===== config.mk =====
export PLATFORM = sky130hd
export DESIGN_NAME = can_time_trigger_timer
export DESIGN_NICKNAME = d
export VERILOG_FILES = /design/src/tt_timer_pkg.sv /design/src/can_time_trigger_timer.sv /design/src/frame_event_sync.sv
export VERILOG_INCLUDE_DIRS = /design/src /design/src/src
export SDC_FILE = /design/constraint.sdc
export NUM_CORES = 1
export LEC_CHECK = 0
export ABC_AREA = 1
export BUFFER_PORTS_ARGS = -buffer_cell sky130_fd_sc_hd__buf_2
export CAP_MARGIN = 40
export CELL_PAD_IN_SITES_DETAIL_PLACEMENT = 1
export CELL_PAD_IN_SITES_GLOBAL_PLACEMENT = 1
export CORE_UTILIZATION = 40
export DETAILED_ROUTE_END_ITERATION = 12
export PLACE_DENSITY_LB_ADDON = 0.1
export SYNTH_ARGS = -nofsm -noshare
export SYNTH_HDL_FRONTEND = slang
export SYNTH_SLANG_ARGS = --single-unit

===== constraint.sdc =====
create_clock -name core_clk -period 1.95 [get_ports core_clk]
set_input_delay 0.195 -clock core_clk [delete_from_list [all_inputs] [get_ports core_clk]]
set_output_delay 0.195 -clock core_clk [all_outputs]
set_load 0.03 [all_outputs]

===== src/tt_timer_consts.svh =====
// Register offsets, field positions, reset values for the frame timer
`ifndef TT_TIMER_CONSTS_SVH
`define TT_TIMER_CONSTS_SVH

`define OFS_TIMER_COUNT      4'h0
`define OFS_TIMER_CONTROL    4'h1
`define OFS_COMPARE_ZERO     4'h2
`define OFS_LOCAL_OFFSET     4'h3
`define OFS_CAPTURE_ZERO     4'h4
`define OFS_CAPTURE_ONE      4'h5

`define BIT_TIMER_ENABLE     15
`define BIT_CAPTURE_ENABLE   14
`define BIT_RX_TS_SELECT     13
`define BIT_TX_TS_SELECT     12
`define BIT_COMPARE_CLEAR    11
`define BIT_CCM_CLEAR        10
`define BIT_AUTO_DISABLE     9

`define CONTROL_WRITE_MASK   16'hfe3f
`define RESET_COUNT          16'h0000
`define RESET_CONTROL        16'h0000
`define RESET_REG            16'h0000

`endif


===== src/tt_timer_pkg.sv =====
// Types shared by the frame timer files
package tt_timer_pkg;
  typedef enum logic [1:0] {
    RUN_STOPPED = 2'b01,
    RUN_ACTIVE  = 2'b10
  } run_state_type;
endpackage


===== src/can_time_trigger_timer.sv =====
// Free-running frame timer with capture, compare reload and Wishbone slave
// Function
// - Sixteen-bit count, host readable and writable
// - Count increments while running; after enable clears it runs on to the next overflow/match
// - Compare-zero match with compare-clear bit set reloads local offset, keeps counting
// - Enable bit zero stops, one runs
// - Clearing enable halts at next overflow/match
// - Capture count at every start of frame while capture enable set
// - Capture disabled leaves capture zero unchanged
// - Matched mailbox with auto-disable clears capture enable
// - Timestamp select: zero start, one end
`timescale 1ns/1ps
`include "tt_timer_consts.svh"
module can_time_trigger_timer #(
  parameter int CW = 16
) (
  input  wire logic          core_clk,
  input  wire logic          reset_n,
  input  wire logic          wb_cyc_i,
  input  wire logic          wb_stb_i,
  input  wire logic          wb_we_i,
  input  wire logic [3:0]    wb_adr_i,
  input  wire logic [3:0]    wb_sel_i,
  input  wire logic [31:0]   wb_dat_i,
  output logic      [31:0]   wb_dat_o,
  output logic               wb_ack_o,
  input  wire logic          frame_start,
  input  wire logic          frame_end,
  input  wire logic          mailbox_id_compare_flag,
  output logic [CW-1:0]      timestamp_capture_one,
  output logic               timer_running,
  output logic               compare_zero_match
);
  import tt_timer_pkg::*;

  logic [CW-1:0]  timer_count;
  logic [15:0]    timer_control;
  logic [CW-1:0]  compare_register_zero;
  logic [CW-1:0]  local_offset_value;
  logic [CW-1:0]  input_capture_zero;
  run_state_type  run_state;
  run_state_type  next_run_state;
  logic [2:0]     ev_rise;

  // Frame pins are asynchronous to the core clock; two stages come first
  frame_event_sync #(.WIDTH(3)) u_sync (
    .core_clk (core_clk),
    .reset_n  (reset_n),
    .async_in ({mailbox_id_compare_flag, frame_end, frame_start}),
    .rise     (ev_rise)
  );

  wire sof_evt = ev_rise[0];
  wire eof_evt = ev_rise[1];
  wire ccm_evt = ev_rise[2];

  // Bus decode; registers answer one cycle after the request is seen
  wire req      = wb_cyc_i & wb_stb_i & ~wb_ack_o;
  wire wr       = req & wb_we_i;
  wire lo_en    = wb_sel_i[0];
  wire hi_en    = wb_sel_i[1];
  wire wr_count = wr & (wb_adr_i == `OFS_TIMER_COUNT);
  wire wr_ctrl  = wr & (wb_adr_i == `OFS_TIMER_CONTROL);
  wire wr_cmp   = wr & (wb_adr_i == `OFS_COMPARE_ZERO);
  wire wr_ofs   = wr & (wb_adr_i == `OFS_LOCAL_OFFSET);

  wire [15:0] wdat_merge_cnt = {hi_en ? wb_dat_i[15:8] : timer_count[15:8],
                                lo_en ? wb_dat_i[7:0]  : timer_count[7:0]};
  wire [15:0] wdat_merge_ctl = {hi_en ? wb_dat_i[15:8] : timer_control[15:8],
                                lo_en ? wb_dat_i[7:0]  : timer_control[7:0]};
  wire [15:0] wdat_merge_cmp = {hi_en ? wb_dat_i[15:8]
                                      : compare_register_zero[15:8],
                                lo_en ? wb_dat_i[7:0]
                                      : compare_register_zero[7:0]};
  wire [15:0] wdat_merge_ofs = {hi_en ? wb_dat_i[15:8]
                                      : local_offset_value[15:8],
                                lo_en ? wb_dat_i[7:0]
                                      : local_offset_value[7:0]};

  wire en_bit       = timer_control[`BIT_TIMER_ENABLE];
  wire cap_en       = timer_control[`BIT_CAPTURE_ENABLE];
  wire rx_ts_sel    = timer_control[`BIT_RX_TS_SELECT];
  wire cmp_clr_opt  = timer_control[`BIT_COMPARE_CLEAR];
  wire ccm_clr_opt  = timer_control[`BIT_CCM_CLEAR];
  wire auto_dis_opt = timer_control[`BIT_AUTO_DISABLE];

  wire counting    = (run_state == RUN_ACTIVE);
  wire cmp_hit     = counting & (timer_count == compare_register_zero);
  wire ovf_hit     = counting & (timer_count == {CW{1'b1}});
  wire cmp_reload  = cmp_hit & cmp_clr_opt;
  wire ccm_reload  = counting & ccm_evt & ccm_clr_opt;
  wire auto_clear  = ccm_evt & auto_dis_opt;
  // Stop only at a boundary once enable has been dropped
  wire halt_point  = cmp_hit | ovf_hit;

  // Wraps by width, so overflow needs no logic of its own
  wire [CW-1:0] count_plus = timer_count + {{(CW-1){1'b0}}, 1'b1};
  wire [CW-1:0] next_count =
      wr_count ? wdat_merge_cnt[CW-1:0] :
      (cmp_reload | ccm_reload) ? local_offset_value :
      counting ? count_plus : timer_count;

  wire ts_trigger = rx_ts_sel ? eof_evt : sof_evt;

  wire [15:0] ctrl_written = wdat_merge_ctl & `CONTROL_WRITE_MASK;
  wire [15:0] ctrl_base    = wr_ctrl ? ctrl_written : timer_control;
  // Hardware clear of capture enable wins over a simultaneous write
  wire [15:0] next_control =
      auto_clear ? (ctrl_base & ~(16'h0001 << `BIT_CAPTURE_ENABLE))
                 : ctrl_base;

  wire [31:0] rd_mux =
      (wb_adr_i == `OFS_TIMER_COUNT)   ? {16'h0000, timer_count} :
      (wb_adr_i == `OFS_TIMER_CONTROL) ? {16'h0000, timer_control} :
      (wb_adr_i == `OFS_COMPARE_ZERO)  ? {16'h0000, compare_register_zero} :
      (wb_adr_i == `OFS_LOCAL_OFFSET)  ? {16'h0000, local_offset_value} :
      (wb_adr_i == `OFS_CAPTURE_ZERO)  ? {16'h0000, input_capture_zero} :
      (wb_adr_i == `OFS_CAPTURE_ONE)   ? {16'h0000, timestamp_capture_one} :
      32'h0000_0000;

  always_comb begin
    next_run_state = run_state;
    case (run_state)
      RUN_STOPPED: begin
        if (en_bit) begin
          next_run_state = RUN_ACTIVE;
        end
      end
      RUN_ACTIVE: begin
        if (!en_bit && halt_point) begin
          next_run_state = RUN_STOPPED;
        end
      end
      default: next_run_state = RUN_STOPPED;
    endcase
  end

  always_ff @(posedge core_clk) begin
    if (!reset_n) begin
      run_state <= RUN_STOPPED;
      timer_count <= `RESET_COUNT;
      timer_control <= `RESET_CONTROL;
    end else begin
      run_state <= next_run_state;
      timer_count <= next_count;
      timer_control <= next_control;
    end
  end

  always_ff @(posedge core_clk) begin
    if (!reset_n) begin
      compare_register_zero <= `RESET_REG;
      local_offset_value <= `RESET_REG;
    end else begin
      if (wr_cmp) begin
        compare_register_zero <= wdat_merge_cmp[CW-1:0];
      end
      if (wr_ofs) begin
        local_offset_value <= wdat_merge_ofs[CW-1:0];
      end
    end
  end

  // Capture one has no enable of its own; it is always armed
  always_ff @(posedge core_clk) begin
    if (!reset_n) begin
      input_capture_zero <= `RESET_REG;
      timestamp_capture_one <= `RESET_REG;
    end else begin
      if (cap_en && sof_evt) begin
        input_capture_zero <= timer_count;
      end
      if (ts_trigger) begin
        timestamp_capture_one <= timer_count;
      end
    end
  end

  always_ff @(posedge core_clk) begin
    if (!reset_n) begin
      wb_ack_o <= 1'b0;
      wb_dat_o <= 32'h0000_0000;
      timer_running <= 1'b0;
      compare_zero_match <= 1'b0;
    end else begin
      wb_ack_o <= req;
      wb_dat_o <= req ? rd_mux : 32'h0000_0000;
      timer_running <= (next_run_state == RUN_ACTIVE);
      compare_zero_match <= cmp_hit;
    end
  end

  // Counter checks
  a_count_steps: assert property (
    @(posedge core_clk) disable iff (!reset_n)
    (counting && !wr_count && !cmp_reload && !ccm_reload)
      |=> timer_count == $past(timer_count) + 16'h0001)
    else $error("count did not step");

  a_stopped_holds: assert property (
    @(posedge core_clk) disable iff (!reset_n)
    (!counting && !wr_count) |=> $stable(timer_count))
    else $error("stopped count moved");

  a_start_run: assert property (
    @(posedge core_clk) disable iff (!reset_n)
    (!counting && en_bit) |=> counting)
    else $error("enabled timer did not start");

  a_cmp_reload: assert property (
    @(posedge core_clk) disable iff (!reset_n)
    (cmp_reload && !wr_count)
      |=> timer_count == $past(local_offset_value))
    else $error("compare reload missing");

  a_match_flag: assert property (
    @(posedge core_clk) disable iff (!reset_n)
    cmp_hit |=> compare_zero_match)
    else $error("compare match pulse missing");

  a_wrap_zero: assert property (
    @(posedge core_clk) disable iff (!reset_n)
    (ovf_hit && !cmp_reload && !ccm_reload && !wr_count)
      |=> timer_count == 16'h0000)
    else $error("overflow did not wrap");

  a_halt_point: assert property (
    @(posedge core_clk) disable iff (!reset_n)
    (counting && !en_bit && !halt_point) |=> counting)
    else $error("halted before boundary");

  a_halt_done: assert property (
    @(posedge core_clk) disable iff (!reset_n)
    (counting && !en_bit && halt_point) |=> !counting)
    else $error("did not halt at boundary");

  a_wrap_stop: assert property (
    @(posedge core_clk) disable iff (!reset_n)
    (counting && !en_bit && ovf_hit && !cmp_reload && !wr_count)
      |=> (!counting && timer_count == 16'h0000))
    else $error("did not stop on wrap");

  // Capture and timestamp checks
  a_capture_sof: assert property (
    @(posedge core_clk) disable iff (!reset_n)
    (cap_en && sof_evt)
      |=> input_capture_zero == $past(timer_count))
    else $error("capture missed");

  a_capture_hold: assert property (
    @(posedge core_clk) disable iff (!reset_n)
    !cap_en |=> $stable(input_capture_zero))
    else $error("capture changed while disabled");

  a_auto_disable: assert property (
    @(posedge core_clk) disable iff (!reset_n)
    auto_clear |=> !timer_control[`BIT_CAPTURE_ENABLE])
    else $error("capture enable not cleared");

  a_ts_select: assert property (
    @(posedge core_clk) disable iff (!reset_n)
    (rx_ts_sel && eof_evt)
      |=> timestamp_capture_one == $past(timer_count))
    else $error("end of frame timestamp missed");

  a_ts_sof: assert property (
    @(posedge core_clk) disable iff (!reset_n)
    (!rx_ts_sel && sof_evt)
      |=> timestamp_capture_one == $past(timer_count))
    else $error("start of frame timestamp missed");

  a_ts_hold: assert property (
    @(posedge core_clk) disable iff (!reset_n)
    !ts_trigger |=> $stable(timestamp_capture_one))
    else $error("timestamp moved without trigger");

  // Bus checks
  a_host_write: assert property (
    @(posedge core_clk) disable iff (!reset_n)
    (wr_count && lo_en && hi_en)
      |=> timer_count == $past(wb_dat_i[15:0]))
    else $error("count write lost");

  a_ctrl_write: assert property (
    @(posedge core_clk) disable iff (!reset_n)
    (wr_ctrl && !auto_clear && lo_en && hi_en)
      |=> timer_control == ($past(wb_dat_i[15:0]) & `CONTROL_WRITE_MASK))
    else $error("control write lost");

  a_ack_follows: assert property (
    @(posedge core_clk) disable iff (!reset_n)
    (wb_cyc_i && wb_stb_i && !wb_ack_o) |=> wb_ack_o)
    else $error("request not acknowledged");

  a_ack_pulse: assert property (
    @(posedge core_clk) disable iff (!reset_n)
    wb_ack_o |=> !wb_ack_o)
    else $error("acknowledge held too long");

  a_ack_idle: assert property (
    @(posedge core_clk) disable iff (!reset_n)
    !(wb_cyc_i && wb_stb_i) |=> !wb_ack_o)
    else $error("acknowledge without request");
endmodule


===== src/frame_event_sync.sv =====
// Two-stage synchroniser and rising-edge detector for frame event pins
`timescale 1ns/1ps
module frame_event_sync #(
  parameter int WIDTH = 3
) (
  input  wire logic             core_clk,
  input  wire logic             reset_n,
  input  wire logic [WIDTH-1:0] async_in,
  output logic      [WIDTH-1:0] rise
);
  logic [WIDTH-1:0] meta;
  logic [WIDTH-1:0] stable;
  logic [WIDTH-1:0] last;

  genvar i;
  generate
    for (i = 0; i < WIDTH; i++) begin : g_bit
      always_ff @(posedge core_clk) begin
        if (!reset_n) begin
          meta[i]   <= 1'b0;
          stable[i] <= 1'b0;
          last[i]   <= 1'b0;
        end else begin
          meta[i]   <= async_in[i];
          stable[i] <= meta[i];
          last[i]   <= stable[i];
        end
      end
      // Only the second stage feeds the edge detector
      assign rise[i] = stable[i] & ~last[i];
    end
  endgenerate
endmodule


== After elaboration in Yosys (flattened, before gate mapping) ==
Index checks and enable logic that the tools add are counted.

* Bits in registers: 142
* Output and inout bits: 51
* Word-level logic and storage cells: 95

* Add/sub/neg operators: 1
* Equal/unequal tests: 12
* Muxes and demuxes: 18
* Bitwise logic cells: 24
* Reductions and logical operators: 15

{| class="wikitable"
|+ Operators with widths
! kind !! count
|-
| 2-to-1 mux 16 bit || 10
|-
| 2-to-1 mux 8 bit || 3
|-
| adder 16 x 1 -> 16 bit, second input constant || 1
|-
| AND 1 bit || 16
|-
| equality test 16 bit || 1
|-
| equality test 16 bit, second input constant || 1
|-
| AND reduction 2 bit || 8
|-
| equality test 4 x 2 -> 1 bit, second input constant || 2
|-
| equality test 4 x 3 -> 1 bit, second input constant || 2
|-
| OR reduction 7 bit || 1
|-
| 2-to-1 mux 6 bit || 1
|-
| inverter 1 bit || 6
|-
| equality test 2 bit, second input constant || 2
|-
| equality test 4 x 1 -> 1 bit, second input constant || 1
|-
| zero test 4 bit || 1
|-
| 2-to-1 mux 2 bit || 2
|-
| inequality test 2 bit, second input constant || 2
|-
| case mux 2 bit (2 select lines) || 1
|-
| nonzero test 3 bit || 1
|-
| equality test 2 x 1 -> 1 bit, second input constant || 1
|-
| logical AND 1 bit || 2
|-
| OR 1 bit || 2
|-
| OR reduction 2 bit || 1
|-
| zero test 1 bit || 1
|-
| 2-to-1 mux 1 bit || 1
|}

== Depth between registers and ports, before layout ==
Gate-level depths: netlist of run 1.

* Word-level depth: 7
* Depth in mapped cells: 14

== Hierarchy ==
A second synthesis of run 1 with hierarchy kept.

* Cells, all modules: 857
* Area total of the unflattened synthesis: 5992.0 um^2

{| class="wikitable"
|+ By module, submodules not included
! module !! times used !! cells an instance !! area an instance (um^2)
|-
| can_time_trigger_timer || 1 || 823 || 5710.5
|-
| frame_event_sync || 1 || 34 || 281.5
|}

== Worst setup path before layout of run 1 ==
No wires, ideal clock.

* Kind: flip-flop to flip-flop
* Start: register run_state[0]
* End: register timer_count[0]
* Data arrival time: 1.612 ns
* Data required time: 1.817 ns
* Slack: 0.204 ns
* Cell stages (with the launch flop): 13
* Period minus slack after synthesis: 1.746 ns
* Path through: dfxtp_1 > inv_1 > ha_1 > inv_1 > a21oi_1 > nand3b_1 > nor2_4 > nand4_4 > buf_2 > nand3_1 > nand3_1 > nand2_1 > a21oi_2

* Longest elaborated chain between the ends: 6

{| class="wikitable"
|+ RTL lines
! item !! RTL line !! text
|-
| start, declared || can_time_trigger_timer.sv:41 || <nowiki>run_state_type run_state;</nowiki>
|-
| start signal, assigned || can_time_trigger_timer.sv:144 || <nowiki>run_state <= next_run_state;</nowiki>
|-
| equality test 2 bit (*) || can_time_trigger_timer.sv:87 || <nowiki>wire counting = (run_state == RUN_ACTIVE);</nowiki>
|-
| AND 1 bit (on tied branches) || can_time_trigger_timer.sv:88, can_time_trigger_timer.sv:91 ||
|-
| AND 1 bit (on tied branches) || can_time_trigger_timer.sv:90, can_time_trigger_timer.sv:91 ||
|-
| OR 1 bit || can_time_trigger_timer.sv:100 || <nowiki>(cmp_reload | ccm_reload) ? local_offset_value :</nowiki>
|-
| nonzero test 3 bit (no source line) or 2-to-1 mux 16 bit (tied branches) || -- ||
|-
| AND reduction 2 bit (no source line) or 2-to-1 mux 16 bit (tied branches) || -- ||
|-
| end signal, assigned || can_time_trigger_timer.sv:141 || <nowiki>timer_count <= `RESET_COUNT;</nowiki>
|-
| end signal, assigned || can_time_trigger_timer.sv:145 || <nowiki>timer_count <= next_count;</nowiki>
|-
| end, declared || can_time_trigger_timer.sv:36 || <nowiki>logic [CW-1:0] timer_count;</nowiki>
|}

Every way passes the cells marked *; elsewhere a longest branch is shown, timed or not.
A chain may end at the register's enable or synchronous reset.

== Worst setup path in the final report of run 1 ==
* Start: register timer_count[1]
* End: register timer_count[0]

* Longest elaborated chain between the ends: 6

{| class="wikitable"
|+ RTL lines
! item !! RTL line !! text
|-
| equality test 16 bit (*) || can_time_trigger_timer.sv:88 || <nowiki>wire cmp_hit = counting & (timer_count == compare_register_zero);</nowiki>
|-
| AND 1 bit (*) || can_time_trigger_timer.sv:88 ||
|-
| AND 1 bit (*) || can_time_trigger_timer.sv:90 || <nowiki>wire cmp_reload = cmp_hit & cmp_clr_opt;</nowiki>
|-
| OR 1 bit (*) || can_time_trigger_timer.sv:100 ||
|-
| nonzero test 3 bit (no source line) or 2-to-1 mux 16 bit (tied branches) || -- ||
|-
| AND reduction 2 bit (no source line) or 2-to-1 mux 16 bit (tied branches) || -- ||
|}

Marked as above.

==> impl_metrics.ini, run 1 <==
[timing]
slew_viol_final = 0
finalCritPeriodShare = 0.959
rsz0062_at_grt = yes
hold_violations = 0
final.setup.tns_ps = 0
final-setup-viol-count = 0
fin_skew_ps = 4.03
fmax_mhz = 535
period_minus_slack_ps = 1870

[route]
dr.pass1.iters = 5
met3_length_um = 1150
ant_nets = 0
highest_layer = met5
wl_met2_um = 9760
wire_per_inst_um = 19.6
drt-initial-drc-count = 454
post-route-drc-count = 0
wirelength_met1_um = 10800
vias = 6291
routed_wirelength_um = 22500
avgViaCountPerCell = 5.47

[clocking]
tritoncts = built
h-tree-depth = 4
cts.clk_slew.worst_paths_ps = 60
clk_latency_ps = 420
cts.sinks = 123
cts_buffers = 17
clockBufferDepth = 2
clock-root-buffer = clkbuf_16

[logic_synthesis]
synth-edff-count = 0
synthArstFlopShare = 0
yosys_most_used_dff = dfxtp_1
synth.top_cell.area_share = 0.411
yosysTopAreaCell = dfxtp_1
synth_cell_types = 40
avgSynthCellArea_um2 = 6.99
synth-seq-cells = 123
synth_seq_area_share = 0.411
yosys-top-cells-area = dfxtp_1, o21ai_0, a21oi_1, nand2_1, inv_1
netlist_area_um2 = 5990
synth.top_cells.by_count = nand2_1, dfxtp_1, o21ai_0
yosysWarnings = 0
post-synth-top-count-cell = nand2_1
synth_cells = 857

[critical_path]
arrival_ps = 2170
required_ps = 2250
crit_chain = buf_4 > inv_2 > nand2_1 > nand2_1 > nor2_1 > nand2_1 > nor2_4 > nand4_4 > buf_6 > nand3_1 > nand3_1 > nand2_1 > a21oi_2
crit_fanout = 9
startpoint = timer_count[1]
endpoint_kind = register
critical_path_class = register to register
crit_top_cell = nand2_1
crit_family = simple AND/OR/NAND/NOR gates
critPathBufInv = 3
crit-reg2reg-launch = timer_count[1]
crit_slowest_cell = dfxtp_1
critPathLaunchType = register
critPathMaxStageDelay_ps = 340

[final_layout]
area.sequential_um2 = 2480
fin_nets = 1008
fill_cells = 1894
area_delta_synth_final_pct = 24.3
layout-drive-gt1-share = 0.219
design_area_um2 = 7450
fin_util = 0.511
multi_input_area_um2 = 2950
antenna_cells = 0
stdcell_count = 1151

[floorplanning]
die_area_um2 = 15500
io_pins = 99
rows = 44
die_w_um = 124
die_h_um = 124
start_util = 0.411
core_area_um2 = 14600

[pwr]
power_frac_clock = 0.514
netSwitchingFraction = 0.237
peakVddDrop_mv = 0.523
power.internal_mw = 4.69
p_comb_frac = 0.067
seq_power_share = 0.419
power.total_mw = 6.14
p_sw_mw = 1.46
powerDensity_nw_per_um2 = 825
power_leakage_nw = 3.30

[placement]
place_inst = 1113
placed_area_um2 = 6690
dp_hpwl_um = 16900
port_buffers = 64
gp_congestion = 1.00

[hold_path]
hold_class = input pin to register
holdCritStartpoint = wb_dat_i[14]

[job]
maxCapViolCount = 0

[grt]
grt_pass1_wl_um = 34900
grt_pass1_vias = 6331
grt_max_degree = 61
antenna_found_initial = 1
grtUsageTotal = 0.294
grt_overflow = 0

[outcome]
outcome = finished, final reports clean
through the flow:
step	worst slack (ps)	hold slack, ps
6_report	80.4	80.8
5_1_grt	-31.3	115
4_1_cts	7.76	74.8
3_5_place_dp	13.4	384
3_3_place_gp	111	377
2_1_floorplan	204	293
metal layers:
layer  global-route usage  vias to the layer above
li1                     -                     2987
met1                0.411                     3034
met2                0.444                      209
met3               0.0511                       59
met4                0.125                        2
met5                    0                        -
kinds of logic after synthesis:
logic type / count (synthesis) / synth area share
simple gates: 296 / 0.218
compound gates: 253 / 0.223
buf+inv: 166 / 0.120
flops: 123 / 0.411
xor+xnor: 15 / 0.0219
fa+ha+maj: 3 / 0.00626
other cells: 1 / 0.000626
final cells by class:
| class | instances | area share |
|---|---|---|
| clock buffers | 22 | 0.0663 |
| multi-input cells | 584 | 0.395 |
| repair buffers | 124 | 0.109 |
| inverters | 107 | 0.0541 |
| flip-flops and latches | 123 | 0.332 |
| well taps | 184 | 0.0309 |
| clock inverters | 7 | 0.0121 |
sequential cells by signal, summed over array words and instances (netlist names), 2 cells and up:
| register | count |
|---|---|
| timer_count | 16 |
| compare_register_zero | 16 |
| local_offset_value | 16 |
| wb_dat_o | 16 |
| u_sync.last | 3 |
| timestamp_capture_one | 16 |
| u_sync.meta | 3 |
| run_state | 2 |
| input_capture_zero | 16 |
| timer_control | 13 |
| u_sync.stable | 3 |
power by group through the flow:
stage / registers, mW / logic [mW] / clock network, mW
6_report: 2.58 / 0.409 / 3.16
5_1_grt: 2.58 / 0.445 / 3.31
4_1_cts: 2.57 / 0.397 / 3.20
3_5_place_dp: 2.63 / 0.390 / 0
3_3_place_gp: 2.63 / 0.376 / 0
2_1_floorplan: 2.66 / 0.227 / 0
worst paths after layout:
check / cells past startpoint / endpoint / slack (ps)
worst max-delay path: 13 / timer_count[0] / 80
worst min-delay path: 3 / compare_register_zero[14] / 80
worst min register to register: 2 / u_sync.last[1] / 430
worst max register to register: 13 / timer_count[0] / 80
timing repair:
action                                  4_1_cts  5_1_grt
hold buffers                                  3        0
gates cloned                                  0        1
buffers inserted                              0        5
resized for setup                             1       28
pin swaps                                     0        7
endpoints found under the setup margin        3       18
endpoints found under the hold margin         3        0
tightest hold or removal path, cell delays in order:
cell     delay [ps]
buf_2            90
o21ai_0          80
a21oi_1         100
layout by cell type, fill, tap and decap left out, types with 7 or more instances in the layout:
cell,netlist,final
a21oi_1,108,107
a31oi_1,7,7
buf_2,10,64
buf_4,19,53
clkbuf_16,0,17
conb_1,1,16
dfxtp_1,123,111
dfxtp_2,0,12
inv_1,88,86
inv_2,18,20
nand2_1,130,129
nand3_1,64,62
nand4_1,7,7
nor2_1,72,71
o21ai_0,117,117
xor2_1,10,10
Power figures use the tool's default switching activity.
==> inputs of run 2 (changes only) <==
Settings changed: CELL_PAD_IN_SITES_DETAIL_PLACEMENT 1 to 0.
==> run 2 against run 1 <==
Count of clock-buffer cells in the layout rose by 3. Final area rose by 0.57%. Via count fell by 3.5%.
==> impl_metrics.ini, run 2 (synthesis results as in run 1) <==
[placement]
gp_congestion = 1.00
placed_area_um2 = 6690
dp_hpwl_um = 15400
port_buffers = 64

[floorplanning]
io_pins = 99
die_area_um2 = 15500
rows = 44
die_h_um = 124
core_area_um2 = 14600
die_w_um = 124
start_util = 0.411

[pwr]
power_leakage_nw = 3.33
peakVddDrop_mv = 0.547
powerDensity_nw_per_um2 = 848

[route]
post-route-drc-count = 0
wl_met2_um = 8480
avgViaCountPerCell = 5.26
drt-initial-drc-count = 720
highest_layer = met4
met3_length_um = 1340
routed_wirelength_um = 20400
dr.pass1.iters = 5
ant_nets = 0
wire_per_inst_um = 17.6
vias = 6071
wirelength_met1_um = 10100

[grt]
grt_overflow = 0
antenna_found_initial = 0
grt_max_degree = 61
grtUsageTotal = 0.268
grt_pass1_wl_um = 31700
grt_pass1_vias = 5636

[timing]
hold_violations = 0
slew_viol_final = 0
fin_skew_ps = 6.17
final-setup-viol-count = 0
fmax_mhz = 539
period_minus_slack_ps = 1860
final.setup.tns_ps = 0
rsz0062_at_grt = yes
finalCritPeriodShare = 0.952

[final_layout]
fin_nets = 1008
final_cell_mix = nand2_1, o21ai_0, dfxtp_1
antenna_cells = 0
fill_cells = 1478
design_area_um2 = 7490
layout-drive-gt1-share = 0.221
final_common_cell = nand2_1
area_delta_synth_final_pct = 25.1
fin_util = 0.514

[clocking]
h-tree-depth = 4
cts_buffers = 17
cts.clk_slew.worst_paths_ps = 50
clockBufferDepth = 2
clk_latency_ps = 420
clock-root-buffer = clkbuf_16
tritoncts = built
cts.sinks = 123

[critical_path]
crit_fanout = 7
required_ps = 2250
arrival_ps = 2150
critical_path_class = register to register
endpoint_kind = register
critPathLaunchType = register

[job]
maxCapViolCount = 0

[outcome]
outcome = finished, final reports clean

[hold_path]
hold_class = input pin to register
run 2: cell types whose count changed in the layout (fill, tap and decap cells not counted), moves of 2 or more:
cell,delta
nand2_1,-2
nand2_2,+2
clkbuf_1,+4
clkinvlp_4,-2
bufinv_16,+2
buf_4,-2
run 2: cell type report:
cell class / instances / area, um2 / share of cell area
inverter: 107 / 405 / 0.0541
sequential: 123 / 2480 / 0.331
clock inverter: 7 / 135 / 0.0180
clock buffer: 25 / 495 / 0.0661
tap: 184 / 230 / 0.0307
multi-input combinational: 584 / 2940 / 0.392
timing repair buffer: 124 / 812 / 0.108
run 2: metal layers:
layer,global-route usage,vias to the layer above
met1,0.400,2821
met4,0.0992,0
met5,0,-
met3,0.0481,30
met2,0.378,224
li1,-,2996
run 2: power by group:
part	switching [mW]	internal [mW]	total, mW
Clock	1.12	2.27	3.39
Sequential	0.0253	2.55	2.58
Combinational	0.278	0.116	0.394
Total	1.42	4.94	6.36
run 2: path summary, 6_finish.rpt:
path / cells after the start / end / startpoint / slack, ps
max: 13 / timer_count[8] / timer_count[1] / 90
max reg2reg: 13 / timer_count[8] / timer_count[1] / 90
min: 3 / local_offset_value[8] / wb_dat_i[8] / 90
min reg2reg: 2 / u_sync.stable[1] / u_sync.meta[1] / 410
run 2: per-stage QoR:
stage               cells  setup WS, ps  power [mW]  hold slack [ps]
global route         1154         -23.9        6.58             99.4
detailed placement   1113          92.6        3.01              381
finish               1154          93.9        6.36             90.3
CTS                  1148          77.6        6.39             79.9
global placement     1113           111        3.00              377
floorplan             872           204        2.88              293
run 2: worst max-delay path, stage by stage (launching register included):
cell     delay (ps)
dfxtp_2         340
buf_6           130
inv_2            60
nand2_2          70
nand2_1          70
nor2_2          140
nand2_2          70
nor2_4          150
nand4_4         190
buf_6           210
nand3_1          70
nand3_1         100
nand2_1          70
a21oi_1          50
run 2: timing repair:
action / CTS / global route
endpoints found under the setup margin: 0 / 21
buffers inserted: 0 / 4
endpoints found under the hold margin: 3 / 0
gates resized for setup: 0 / 32
hold buffers: 3 / 0
==> inputs of run 3 (changes only) <==
Settings changed: CORE_UTILIZATION 40 to 36, CTS_CLUSTER_SIZE from default to 30.
Clock period 1.95 ns to 1.7 ns, I/O delays scaled along.
==> run 3 against run 2 <==
The flow now finishes with violations (setup timing). First-iteration DRC count shrank 16%. Flip-flop and latch count is the same. Sequential power grew 14%. Sequential share of layout area shrank 2.4 points. Final cell count grew 7.7%. Power grew 13%. Combinational power grew 24%. Hold slack lost 55 ps. Register-to-register slack lost 110 ps. Clock power grew 10%. Utilization shrank 1.1 points. Critical endpoint unchanged. Largest cell class unchanged. Largest power group unchanged.
==> impl_metrics.ini, run 3 (synthesis results as in run 1) <==
[outcome]
outcome = finished with violations
violations = setup timing

[final_layout]
antenna_cells = 0
final_cell_mix = nand2_1, dfxtp_1, a21oi_1
area_delta_synth_final_pct = 34.8
fin_nets = 1065
layout-drive-gt1-share = 0.280
final_common_cell = nand2_1

[pwr]
powerDensity_nw_per_um2 = 887
power_leakage_nw = 3.64
peakVddDrop_mv = 0.666
power.total_mw = 7.17

[floorplanning]
die_h_um = 131
core_area_um2 = 16100
start_util = 0.373
die_w_um = 131
io_pins = 99
rows = 46
die_area_um2 = 17200

[critical_path]
critical_path_depth = 11
crit_end = timer_count[8]
startpoint = timer_count[13]
arrival_ps = 2060
critical_path_class = register to register
crit_slowest_cell = dfxtp_1
required_ps = 2040
critPathLaunchType = register
endpoint_kind = register
crit_family = simple AND/OR/NAND/NOR gates
worst-r2r-setup-slack_ps = -20
critPathMaxStageDelay_ps = 430
crit_fanout = 16
rr_endpoint = timer_count[8]
critPathBufInv = 1
ff2ff_path_depth = 11
crit-reg2reg-launch = timer_count[13]
crit_chain = inv_2 > nand2_1 > nand2_1 > nand3b_1 > nor2_4 > nand4_4 > nand2_8 > nand2_1 > nand3_1 > nand2_1 > a21oi_1
crit_top_cell = nand2_1

[route]
vias = 6360
drt-initial-drc-count = 604
routed_wirelength_um = 22200
post-route-drc-count = 0
wire_per_inst_um = 17.9
ant_nets = 0
dr.pass1.iters = 6
avgViaCountPerCell = 5.12

[grt]
grt_pass1_wl_um = 33800
grtUsageTotal = 0.272
grt_max_degree = 96
grt_overflow = 0
grt_pass1_vias = 6025
antenna_found_initial = 0

[hold_path]
hold_class = input pin to register

[job]
maxCapViolCount = 0

[timing]
fmax_mhz = 582
period_minus_slack_ps = 1720
timing.final.ws_setup_ps = -19.0
hold_violations = 0
fin_skew_ps = 7.45
final.setup.tns_ps = -62.0
hold_slack_ps = 35.7
slew_viol_final = 0
finalCritPeriodShare = 1.01
final-setup-viol-count = 6
rsz0062_at_grt = yes

[clocking]
cts_buffers = 17
clock-root-buffer = clkbuf_16
cts.clk_slew.worst_paths_ps = 50
tritoncts = built
clk_latency_ps = 430
cts.sinks = 123
clockBufferDepth = 2
h-tree-depth = 4

[placement]
dp_hpwl_um = 16700
port_buffers = 64
gp_congestion = 0.939
-- run 3: power by group --
group | internal (mW) | switching, mW | total [mW]
sequential | 2.92 | 0.0281 | 2.95
combinational | 0.157 | 0.333 | 0.490
clock | 2.38 | 1.34 | 3.73
total | 5.47 | 1.70 | 7.17
-- run 3: worst min-delay path, stage by stage --
cell	delay, ps
buf_2	110
o21ai_1	70
nor2_1	70
-- run 3: how the worst min path moves through the flow --
| stage | start | end | slack, ps | cells past startpoint |
|---|---|---|---|---|
| CTS | wb_dat_i[11] | local_offset_value[11] | 20 | 3 |
| floorplan | frame_start | u_sync.meta[0] | 270 | 2 |
| detailed placement | mailbox_id_compare_flag | u_sync.meta[2] | 360 | 3 |
| global route | wb_dat_i[2] | timer_control[2] | 50 | 3 |
| finish | wb_dat_i[2] | timer_control[2] | 40 | 3 |
| global placement | frame_start | u_sync.meta[0] | 360 | 3 |
-- run 3: area by class of cell --
type / count / area (um2)
Clock buffer: 26 / 519
Timing Repair Buffer: 182 / 1310
Fill cell: 1634 / 7980
Clock inverter: 6 / 82.6
Sequential cell: 123 / 2480
Multi-Input combinational cell: 583 / 3000
Inverter: 107 / 418
Tap cell: 216 / 270
-- run 3: what timing repair did --
item	4_1_cts	5_1_grt
hold buffers	3	0
setup buffers	0	3
endpoints found under the hold margin	3	0
gates resized for setup	13	67
cloned	0	1
endpoints found under the setup margin	22	48
pin swaps	0	5
-- run 3: per-layer routing --
metal / GRT usage / vias up / part of all wire
li1: - / 3111 / -
met4: 0.101 / 0 / 0.021
met5: 0 / - / 0
met3: 0.0411 / 33 / 0.052
met1: 0.392 / 2987 / 0.50
met2: 0.407 / 229 / 0.43
-- run 3: through the flow --
| step | instances | area, um2 | util | worst slack (ps) |
|---|---|---|---|---|
| after detailed placement | 1204 | 7220 | 0.449 | -137 |
| after global routing | 1243 | 8080 | 0.503 | -127 |
| after global placement | 1204 | 7220 | 0.449 | -83.1 |
| after CTS | 1239 | 7900 | 0.492 | -40.9 |
| after floorplan | 872 | 6070 | - | 4.07 |
| final | 1243 | 8080 | 0.503 | -19.0 |
